**src/rtl/fsbp_pkg.sv**
```systemverilog
package fsbp_pkg;
    // ------------------------------------------------------------
    // array geometry
    // ------------------------------------------------------------
    localparam int ADDR_W = 26;
    localparam int SECTOR_W = 10;
    localparam int SECTOR_LSB = 16;
    localparam int SUB32_LSB = 15;
    localparam int SUB4_LSB = 12;
    localparam logic [ADDR_W-1:0] TOP_ADDR = 26'h3FFFFFF;
    localparam logic [SECTOR_W-1:0] TOP_SECTOR = 10'h3FF;
    localparam logic [3:0] BP_ALL_MIN = 4'hB;

    // ------------------------------------------------------------
    // status register layout
    // ------------------------------------------------------------
    localparam int SR_LOCK_BIT = 7;
    localparam int SR_BP3_BIT = 6;
    localparam int SR_TB_BIT = 5;
    localparam int SR_BP_LO_MSB = 4;
    localparam int SR_BP_LO_LSB = 2;
    localparam int SR_WEL_BIT = 1;
    localparam int SR_WIP_BIT = 0;
    localparam logic [7:0] SR_NV_MASK = 8'hFC;
    localparam logic [7:0] SR_NV_RESET = 8'hA0;

    // flag status register bit positions
    localparam int FSR_READY_BIT = 7;
    localparam int FSR_ERASE_ERR_BIT = 5;
    localparam int FSR_PROG_ERR_BIT = 4;
    localparam int FSR_PROT_ERR_BIT = 1;

    // ------------------------------------------------------------
    // operation timing (busy cycles, shortened in simulation)
    // ------------------------------------------------------------
    localparam int CLK_MHZ = 250;
    localparam int OP_TIME_NS = 400;
    localparam int OP_CYCLES = (OP_TIME_NS * CLK_MHZ) / 1000;

    typedef enum logic [2:0] {
        FSBP_OP_NONE,
        FSBP_OP_WREN,
        FSBP_OP_WRDI,
        FSBP_OP_WRSR,
        FSBP_OP_PROG,
        FSBP_OP_ERASE,
        FSBP_OP_BULK,
        FSBP_OP_CLRFS
    } fsbp_op_t;

    typedef enum logic [1:0] {
        FSBP_ER_64K,
        FSBP_ER_32K,
        FSBP_ER_4K
    } fsbp_esize_t;

    typedef struct packed {
        fsbp_op_t op;
        fsbp_esize_t esize;
        logic [ADDR_W-1:0] addr;
        logic [7:0] wdata;
    } fsbp_cmd_t;

    typedef struct packed {
        logic [7:0] status;
        logic [7:0] flag_status;
        logic busy;
        logic array_go;
        fsbp_op_t array_op;
    } fsbp_stat_t;
endpackage : fsbp_pkg

```
**src/rtl/fsbp_range_decode.sv**
```systemverilog
`timescale 1ns/10ps
module fsbp_range_decode
    import fsbp_pkg::*;
(
    input wire logic [3:0] block_protect_bits,
    input wire logic top_bottom,
    input wire logic [SECTOR_W-1:0] sector,
    output logic protected_hit
);
    // ------------------------------------------------------------
    // range decode
    // ------------------------------------------------------------
    function automatic logic [SECTOR_W:0] fsbp_count(input logic [3:0] n);
        logic [SECTOR_W:0] c;
        c = '0;
        if (n >= BP_ALL_MIN) begin
            c = {1'b1, {SECTOR_W{1'b0}}};
        end else if (n != 4'h0) begin
            c = (SECTOR_W+1)'(1) << (n - 4'h1);
        end
        return c;
    endfunction : fsbp_count

    logic [SECTOR_W:0] cnt;
    logic [SECTOR_W:0] sec_ext;
    logic [SECTOR_W:0] from_top;

    always_comb begin
        cnt = fsbp_count(block_protect_bits);
        sec_ext = {1'b0, sector};
        from_top = {1'b0, TOP_SECTOR} - sec_ext;
        if (top_bottom) begin
            protected_hit = sec_ext < cnt;
        end else begin
            protected_hit = from_top < cnt;
        end
    end
endmodule : fsbp_range_decode

```
**src/rtl/fsbp_busy_timer.sv**
```systemverilog
`timescale 1ns/10ps
module fsbp_busy_timer
    import fsbp_pkg::*;
#(
    parameter int CYCLES = OP_CYCLES
) (
    input wire logic core_clk,
    input wire logic rst_n,
    input wire logic start,
    output logic busy,
    output logic done
);
    typedef struct packed {
        logic [15:0] cnt;
        logic busy;
    } fsbp_tmr_t;

    fsbp_tmr_t st;
    fsbp_tmr_t next_st;

    always_comb begin
        next_st = st;
        if (start && !st.busy) begin
            next_st.busy = 1'b1;
            next_st.cnt = 16'(CYCLES - 1);
        end else if (st.busy) begin
            if (st.cnt == 16'h0000) begin
                next_st.busy = 1'b0;
            end else begin
                next_st.cnt = st.cnt - 16'h0001;
            end
        end
    end

    always_ff @(posedge core_clk) begin
        if (!rst_n) begin
            st <= '0;
        end else begin
            st <= next_st;
        end
    end

    assign busy = st.busy;
    // done marks the last busy cycle, so the owner commits at the edge where
    // busy falls; a registered done would show ready before the commit
    assign done = st.busy && (st.cnt == 16'h0000);
endmodule : fsbp_busy_timer

```
**src/rtl/fsbp_status_protect.sv**
```systemverilog
`timescale 1ns/10ps
// Overview of operation
// - 1024x64KB, 2048x32KB, 16384x4KB, linear addresses
// - pages programmable; no page erase
// - status register read and written by commands
// - lock bit and low pin freeze register
// - only raising write-protect pin releases lock
// - bit 7 lock, default one
// - bit 5 top/bottom select, default bottom
// - protect bits at 6 and 4:2
// - refuse program/erase in protected area
// - protect count 2^(N-1) sectors, 11+ all
// - write-enable latch clears at power-up
// - write-enable latch gates write/program/erase
// - bit 0 busy during write cycles
// - bit 0 inverse of flag ready bit
// - bulk erase only with protect bits zero
// - protection error sets flag bit 1
// - protected sectors guarded at either pin level
// - error flags cleared only by command or reset
module fsbp_status_protect
    import fsbp_pkg::*;
#(
    parameter int BUSY_CYCLES = OP_CYCLES
) (
    input wire logic core_clk,
    input wire logic rst_n,
    input wire logic cmd_valid,
    input wire fsbp_cmd_t cmd,
    input wire logic write_protect_n,
    output fsbp_stat_t stat
);
    // ------------------------------------------------------------
    // state
    // ------------------------------------------------------------
    typedef struct packed {
        logic [7:0] nv;
        logic wel;
        logic erase_err;
        logic prog_err;
        logic prot_err;
        logic array_go;
        fsbp_op_t array_op;
        fsbp_op_t pend_op;
        logic [7:0] pend_sr;
    } fsbp_state_t;

    fsbp_state_t st;
    fsbp_state_t next_st;

    logic prot_hit;
    logic busy;
    logic done;
    logic start;
    logic hw_locked;
    logic [3:0] bp;

    assign bp = {st.nv[SR_BP3_BIT], st.nv[SR_BP_LO_MSB:SR_BP_LO_LSB]};

    // the address is split into sector index by the 64KB boundary, so any
    // 32KB or 4KB subsector inherits its parent sector's protection
    fsbp_range_decode u_decode (
        .block_protect_bits(bp),
        .top_bottom(st.nv[SR_TB_BIT]),
        .sector(cmd.addr[ADDR_W-1:SECTOR_LSB]),
        .protected_hit(prot_hit)
    );

    fsbp_busy_timer #(
        .CYCLES(BUSY_CYCLES)
    ) u_timer (
        .core_clk(core_clk),
        .rst_n(rst_n),
        .start(start),
        .busy(busy),
        .done(done)
    );

    // lock holds only while the pin is low; raising it is the sole exit
    assign hw_locked = st.nv[SR_LOCK_BIT] && !write_protect_n;

    // ------------------------------------------------------------
    // command handling
    // ------------------------------------------------------------
    always_comb begin
        next_st = st;
        next_st.array_go = 1'b0;
        start = 1'b0;
        if (done) begin
            if (st.pend_op == FSBP_OP_WRSR) begin
                next_st.nv = st.pend_sr & SR_NV_MASK;
            end
            next_st.wel = 1'b0;
            next_st.pend_op = FSBP_OP_NONE;
        end
        if (cmd_valid && !busy) begin
            case (cmd.op)
                FSBP_OP_WREN: begin
                    next_st.wel = 1'b1;
                end
                FSBP_OP_WRDI: begin
                    next_st.wel = 1'b0;
                end
                FSBP_OP_CLRFS: begin
                    next_st.erase_err = 1'b0;
                    next_st.prog_err = 1'b0;
                    next_st.prot_err = 1'b0;
                end
                FSBP_OP_WRSR: begin
                    if (st.wel && !hw_locked) begin
                        start = 1'b1;
                        next_st.pend_op = FSBP_OP_WRSR;
                        next_st.pend_sr = cmd.wdata;
                    end else begin
                        next_st.wel = 1'b0;
                    end
                end
                FSBP_OP_PROG, FSBP_OP_ERASE: begin
                    if (!st.wel) begin
                        next_st.wel = 1'b0;
                    end else if (prot_hit) begin
                        // refused: array untouched, error latched
                        next_st.prot_err = 1'b1;
                        if (cmd.op == FSBP_OP_PROG) begin
                            next_st.prog_err = 1'b1;
                        end else begin
                            next_st.erase_err = 1'b1;
                        end
                        next_st.wel = 1'b0;
                    end else begin
                        // page program allowed; erase only at sector sizes
                        start = 1'b1;
                        next_st.pend_op = cmd.op;
                        next_st.array_go = 1'b1;
                        next_st.array_op = cmd.op;
                    end
                end
                FSBP_OP_BULK: begin
                    if (st.wel && bp == 4'h0) begin
                        start = 1'b1;
                        next_st.pend_op = FSBP_OP_BULK;
                        next_st.array_go = 1'b1;
                        next_st.array_op = FSBP_OP_BULK;
                    end else begin
                        next_st.wel = 1'b0;
                    end
                end
                default: begin
                end
            endcase
        end
    end

    always_ff @(posedge core_clk) begin
        if (!rst_n) begin
            st <= '0;
            st.nv <= SR_NV_RESET;
            st.wel <= 1'b0;
        end else begin
            st <= next_st;
        end
    end

    // ------------------------------------------------------------
    // status outputs
    // ------------------------------------------------------------
    always_comb begin
        stat = '0;
        stat.flag_status[FSR_READY_BIT] = !busy;
        stat.flag_status[FSR_ERASE_ERR_BIT] = st.erase_err;
        stat.flag_status[FSR_PROG_ERR_BIT] = st.prog_err;
        stat.flag_status[FSR_PROT_ERR_BIT] = st.prot_err;
        stat.status = st.nv & SR_NV_MASK;
        stat.status[SR_WEL_BIT] = st.wel;
        stat.status[SR_WIP_BIT] = !stat.flag_status[FSR_READY_BIT];
        stat.busy = busy;
        stat.array_go = st.array_go;
        stat.array_op = st.array_op;
    end
endmodule : fsbp_status_protect

```
**config.mk**
```make
export PLATFORM = sky130hd
export DESIGN_NAME = fsbp_status_protect
export DESIGN_NICKNAME = d
export VERILOG_FILES = /design/src/rtl/fsbp_pkg.sv /design/src/rtl/fsbp_range_decode.sv /design/src/rtl/fsbp_busy_timer.sv /design/src/rtl/fsbp_status_protect.sv
export SDC_FILE = /design/constraint.sdc
export NUM_CORES = 1
export LEC_CHECK = 0
export BUFFER_PORTS_ARGS = -buffer_cell sky130_fd_sc_hd__buf_2
export CORE_AREA = 4 4 72 74
export DETAILED_ROUTE_END_ITERATION = 16
export DIE_AREA = 0 0 76 78
export GPL_TIMING_DRIVEN = 0
export PLACE_DENSITY_LB_ADDON = 0.3
export SLEW_MARGIN = 20
export SYNTH_ARGS = -nofsm -noshare
export SYNTH_HDL_FRONTEND = slang
export SYNTH_SLANG_ARGS = --single-unit
```
**constraint.sdc**
```tcl
create_clock -name core_clk -period 8 [get_ports core_clk]
set_input_delay 0 -clock core_clk [delete_from_list [all_inputs] [get_ports core_clk]]
set_output_delay 0 -clock core_clk [all_outputs]
set_load 0.05 [all_outputs]
```
# --- Word level (Yosys, flattened, before mapping) ---
# Index checks and enable logic that the tools add are counted.
op_classes:
  add_sub_neg: 3
  mul: 0
  div_mod_pow: 0
  n_lt_le_gt_ge: 3
  n_eq_ne: 15
  shift: 1
  n_mux: 31
  n_bitwise: 2
  reduce_logical: 26
op_table:
  columns: ["cell", "n"]
  rows:
  - ["two-way mux 11 bit", 3]
  - ["two-way mux 8 bit", 3]
  - ["two-way mux 7 bit", 3]
  - ["two-way mux 19 bit", 1]
  - ["zero test 16 bit", 1]
  - ["subtractor 16 x 1 -> 16 bit (second input constant)", 1]
  - ["AND reduction 5 bit", 3]
  - ["two-way mux 1 bit", 13]
  - ["== test 3 bit (second input constant)", 4]
  - ["inequality test 2 bit (second input constant)", 6]
  - ["< comparator 10 x 11 -> 1 bit", 1]
  - ["< comparator 11 bit", 1]
  - ["left shift 1 x 4 -> 11 bit (first input constant)", 1]
  - ["subtractor 10 x 10 -> 11 bit (first input constant)", 1]
  - ["two-way mux 10 bit", 1]
  - ["== test 3 x 2 -> 1 bit (second input constant)", 3]
  - ["case mux 3 bit (3 select lines)", 1]
  - ["case mux 4 bit (2 select lines)", 1]
  - ["AND reduction 2 bit", 4]
  - ["logical AND 1 bit", 6]
  - ["case mux 3 bit (2 select lines)", 1]
  - ["nonzero test 2 bit", 3]
  - ["case mux 1 bit (5 select lines)", 1]
  - ["greater-or-equal comparator 4 bit (second input constant)", 1]
  - ["13 further kinds", 17]
word_totals:
  reg_bits: 42
  latch_bits: 0
  mem_bits_rw: 0
  romBits: 0
  word_cells: 93
  n_memories: 0

# --- Longest topological paths before layout ---
logic_depth:
  ltp_word: 13
  mapped_depth: 12

# --- Cells and area by module ---
# A second synthesis with hierarchy kept.
hier_totals:
  cells_unflattened: 318
  area_unflattened_um2: 2658.8
by_module_without_submodules:
  columns: ["module", "n_inst", "cells_each", "area_per_inst_um2", "seq_area_each_um2"]
  rows:
  - ["fsbp_status_protect", 1, 127, 1144.8, 460.4]
  - ["fsbp_busy_timer", 1, 113, 954.7, 340.3]
  - ["fsbp_range_decode", 1, 78, 559.3, 0.0]

# --- Worst setup path after synthesis ---
# No wires, ideal clock.
synth_timing:
  path_type: "register -> register"
  from: "register st, in the netlist stat[15]"
  to: "register st[9] in the netlist's numbering"
  setup_ps: 124
  t_arrival_ps: 2586
  t_required_ps: 7876
  slack_ps: 5290
  path_stages_with_launch: 12
  path_cell_list: "dfxtp_1 > nor2b_1 > nand2_1 > ha_1 > nor2b_1 > o31a_1 > a41o_1 > a211oi_1 > and3_1 > buf_2 > buf_2 > o21ai_0"
synth_via:
  elab_chain_len: 10
synth_lines:
  columns: ["item", "line", "rtl"]
  rows:
  - ["start: declaration", "fsbp_status_protect.sv:48", "fsbp_state_t st;"]
  - ["start signal: assignment", "fsbp_status_protect.sv:160", "st <= next_st;"]
  - ["subtractor 4 x 1 -> 4 bit", "fsbp_range_decode.sv:19", "c = (SECTOR_W+1)'(1) << (n - 4'h1);"]
  - ["left shift 1 x 4 -> 11 bit", "fsbp_range_decode.sv:19", null]
  - ["two-way mux 11 bit", "fsbp_range_decode.sv:18", "end else if (n != 4'h0) begin"]
  - ["two-way mux 11 bit", "fsbp_range_decode.sv:16", "if (n >= BP_ALL_MIN) begin"]
  - ["< comparator 11 bit / < comparator 10 x 11 -> 1 bit (equally long branches)", "fsbp_range_decode.sv:35, fsbp_range_decode.sv:33", null]
  - ["two-way mux 1 bit", "fsbp_range_decode.sv:32", "if (top_bottom) begin"]
  - ["two-way mux 7 bit", "fsbp_status_protect.sv:121", "end else if (prot_hit) begin"]
  - ["two-way mux 10 bit", "fsbp_status_protect.sv:119", "if (!st.wel) begin"]
  - ["case mux 3 bit (3 select lines) (*)", "fsbp_status_protect.sv:97", "case (cmd.op)"]
  - ["two-way mux 19 bit (*)", "fsbp_status_protect.sv:96", "if (cmd_valid && !busy) begin"]
# Every way passes the cells marked *; elsewhere a longest branch is shown, timed or not. The select of a mux whose other input is x is not followed.
# A chain may end at the register's enable or synchronous reset.

# --- Final worst setup path ---
# Same ends and word-level chain as after synthesis.

==> impl_results.md <==
* Remaining Overflow, GRT at 0
* Max-cap violations at 0
* CP Class: flop to flop
* Hold Slack at 55.0 ps
* Power Dens Cells at 139 mW/mm²
* Final core occ at 65.7%
* Largest net degree at the start of global routing at 14
* Initial antenna violation count at 0
* Clock Latency Late Sink at 300 ps
* Fin. Hold Viols at 0
* Syn avg cell area at 8.31 µm²
* Die Height at 78 µm
* H-Tree Level Count at 2
* Peak Freq at 309 MHz
* Seq/Total Area, Yosys at 31.1%
* Root Buffer: clkbuf_8
* DR pass1 iterations at 4
* Tcrit/Tclk final at 40.4%
* Internal power at 319 µW
* Core area at 0.00460 mm²
* Initial Util at 56.0%
* ANT nets after route at 0
* Critical path launch point type: flop
* Setup TNS Final at 0 ps
* Ys flop type: dfxtp_1
* Ports at 64
* Final worst path period need at 3230 ps
* ANT cells at 0
* Port Buffers at 37
* Vias in the first global route at 2250
* Iter 0 DRT Violations at 184
* Post-synth top area share at 31.1%
* Clock transition at the registers of the reported paths at 90 ps
* Clk sinks at 40
* Placer congestion estimate at 0.851
* Peak VDD IR at 0.0732 mV
* Rel. slew slack at 55.1%
* Cell Count, Final, Fillers Out at 418
* DP Cell Count at 404
* Yosys warns at 0
* RSZ-0062 raised after global routing: no
* Drt total wl at 5.88 mm
* Vias at 2314
* Slew Viols, Final at 0
* Synthesized flop and latch total at 40
* Die area at 0.00593 mm²
* Arr. time, crit path at 3410 ps
* Clock Power Share at 41.9%
* Netlist area before placement at 0.00258 mm²
* Post-synth ARST share at 0%
* Crit-path max FO at 10
* First-pass GRT wire length at 10.2 mm
* Synth area leader: dfxtp_1
* Num CTS Buffers at 5
* Area growth, synth to finish at 17.3%
* Final setup viols at 0
* Fraction of power consumed by combinational cells at 10.3%
* GRT Total Usage at 20.7%
* Via/cell ratio at 5.54
* Hold Crit Class: input port to flop
* Setup ws final at 4770 ps
* LEAKAGE at 1.29 nW
* Residual DRC at 0
* Final Skew at 11.9 ps
* Share of cells above drive strength 1 at 20.9%
* Netlist cell types at 47
* CTS tree: built
* Most frequent cells in the layout: buf_2, dfxtp_1, nor2_1
* Sequential share of power at 47.8%
* EDFF count, synth at 0
* Hpwl dp at 4.20 mm
* NetSw at 99.8 µW
* Area contributors post-synth: dfxtp_1, ha_1, buf_4, mux2i_1, nor2_1
* Die width at 76 µm
* Sw Share at 23.8%
* Num rows at 25
* WL/cell at 14.1 µm
* Nets at 427
* Worst-margin pin slew at 671 ps
* Cells after synthesis at 310
* Resized cells post-CTS at 0
* Outcome: complete, no violations
* CTS Buffer Depth at 2
* CP Data Required Time at 8180 ps
* CP Capture Type: flop
* DP Worst Slack at 4860 ps
==> cell families (layout without fill, tap and decap cells) <==
kind of cell | after synthesis | after routing | share of synthesized area (%)
flip-flops | 40 | 40 | 31.1
other | 1 | 4 | 0.146
AND/OR/NAND/NOR | 121 | 121 | 25.3
XOR/XNOR | 15 | 15 | 5.10
buffers and inverters | 49 | 100 | 10.2
multiplexers | 12 | 12 | 4.66
adder cells (fa/ha/maj) | 21 | 21 | 10.2
AO/OA/AOI/OAI | 51 | 51 | 13.3
==> per-layer routing <==
metal / routed length [µm] / track usage [%] / part of all wire (%) / up-vias
met4: 61 / 6.58 / 1.0 / 0
met3: 359 / 3.60 / 6.1 / 7
met2: 2650 / 33.5 / 45 / 67
met5: 0 / 0 / 0 / -
met1: 2810 / 27.8 / 48 / 1063
li1: - / - / - / 1177
==> final timing paths <==
| path | start | end | slack [ps] | cells after the start |
|---|---|---|---|---|
| min | rst_n | u_timer.st[3] | 50 | 3 |
| max | stat[15] | st[9] | 4770 | 11 |
| min reg2reg | stat[1] | stat[1] | 470 | 2 |
| max reg2reg | stat[15] | st[9] | 4770 | 11 |
==> power by group through the flow <==
stage / Sequential, mW / Clock [mW] / Combinational (mW)
after floorplan: 0.205 / 0 / 0.0282
after global placement: 0.205 / 0 / 0.0388
after detailed placement: 0.205 / 0 / 0.0398
after CTS: 0.200 / 0.178 / 0.0427
after global routing: 0.200 / 0.186 / 0.0483
final: 0.200 / 0.176 / 0.0432
==> cell type report <==
cell class	instances	area, µm²
plain buffers	30	191
clock buffers	6	82.6
clock inverters	2	38.8
fillers	396	1580
inverters	19	71.3
multi-input cells	224	1520
flip-flops and latches	40	801
well taps	54	67.6
repair buffers	43	245
==> per-stage QoR <==
stage | total power [mW] | cell area [µm²]
6_report | 0.419 | 3020
3_3_place_gp | 0.244 | 2840
3_5_place_dp | 0.245 | 2840
4_1_cts | 0.420 | 3020
5_1_grt | 0.435 | 3020
2_1_floorplan | 0.233 | 2590
==> cells in the mapped netlist (2+ instances only) <==
cell type and instances:
nand2b_1 2, o2111ai_1 2, nand4_1 2, a211oi_1 3, inv_1 19, ha_1 21, nor4_1 16, or4_1 3
o211ai_1 2, buf_2 3, nand2_1 21, dfxtp_1 40, clkbuf_1 7, a21oi_1 14, nor2_1 31, nor3_1 6
nand3_1 10, and3_1 3, or3_1 5, nor3b_1 3, buf_4 20, xor2_1 8, xnor2_1 7, mux2i_1 12
o31a_1 2, o32ai_1 3, o21a_1 3, nor2b_1 11, o21ai_0 13
==> critical path, stage by stage (launching register included) <==
cell	delay, ps
dfxtp_1	480
nor2b_1	320
nand2_1	140
ha_1	330
nor2b_1	140
o31a_1	240
a41o_1	220
a211oi_1	430
and3_1	210
buf_2	230
buf_2	270
o21ai_0	110
==> state kept, by name, summed over array words and instances (netlist names) <==
register / flops
st: 9
stat: 14
u_timer.busy: 1
u_timer.st: 16
==> repair_timing <==
item	CTS	global route
hold buffers	6	0
setup buffers	0	0
endpoints found under the hold margin	6	0
No activity file was read; power rests on OpenSTA's default activity.
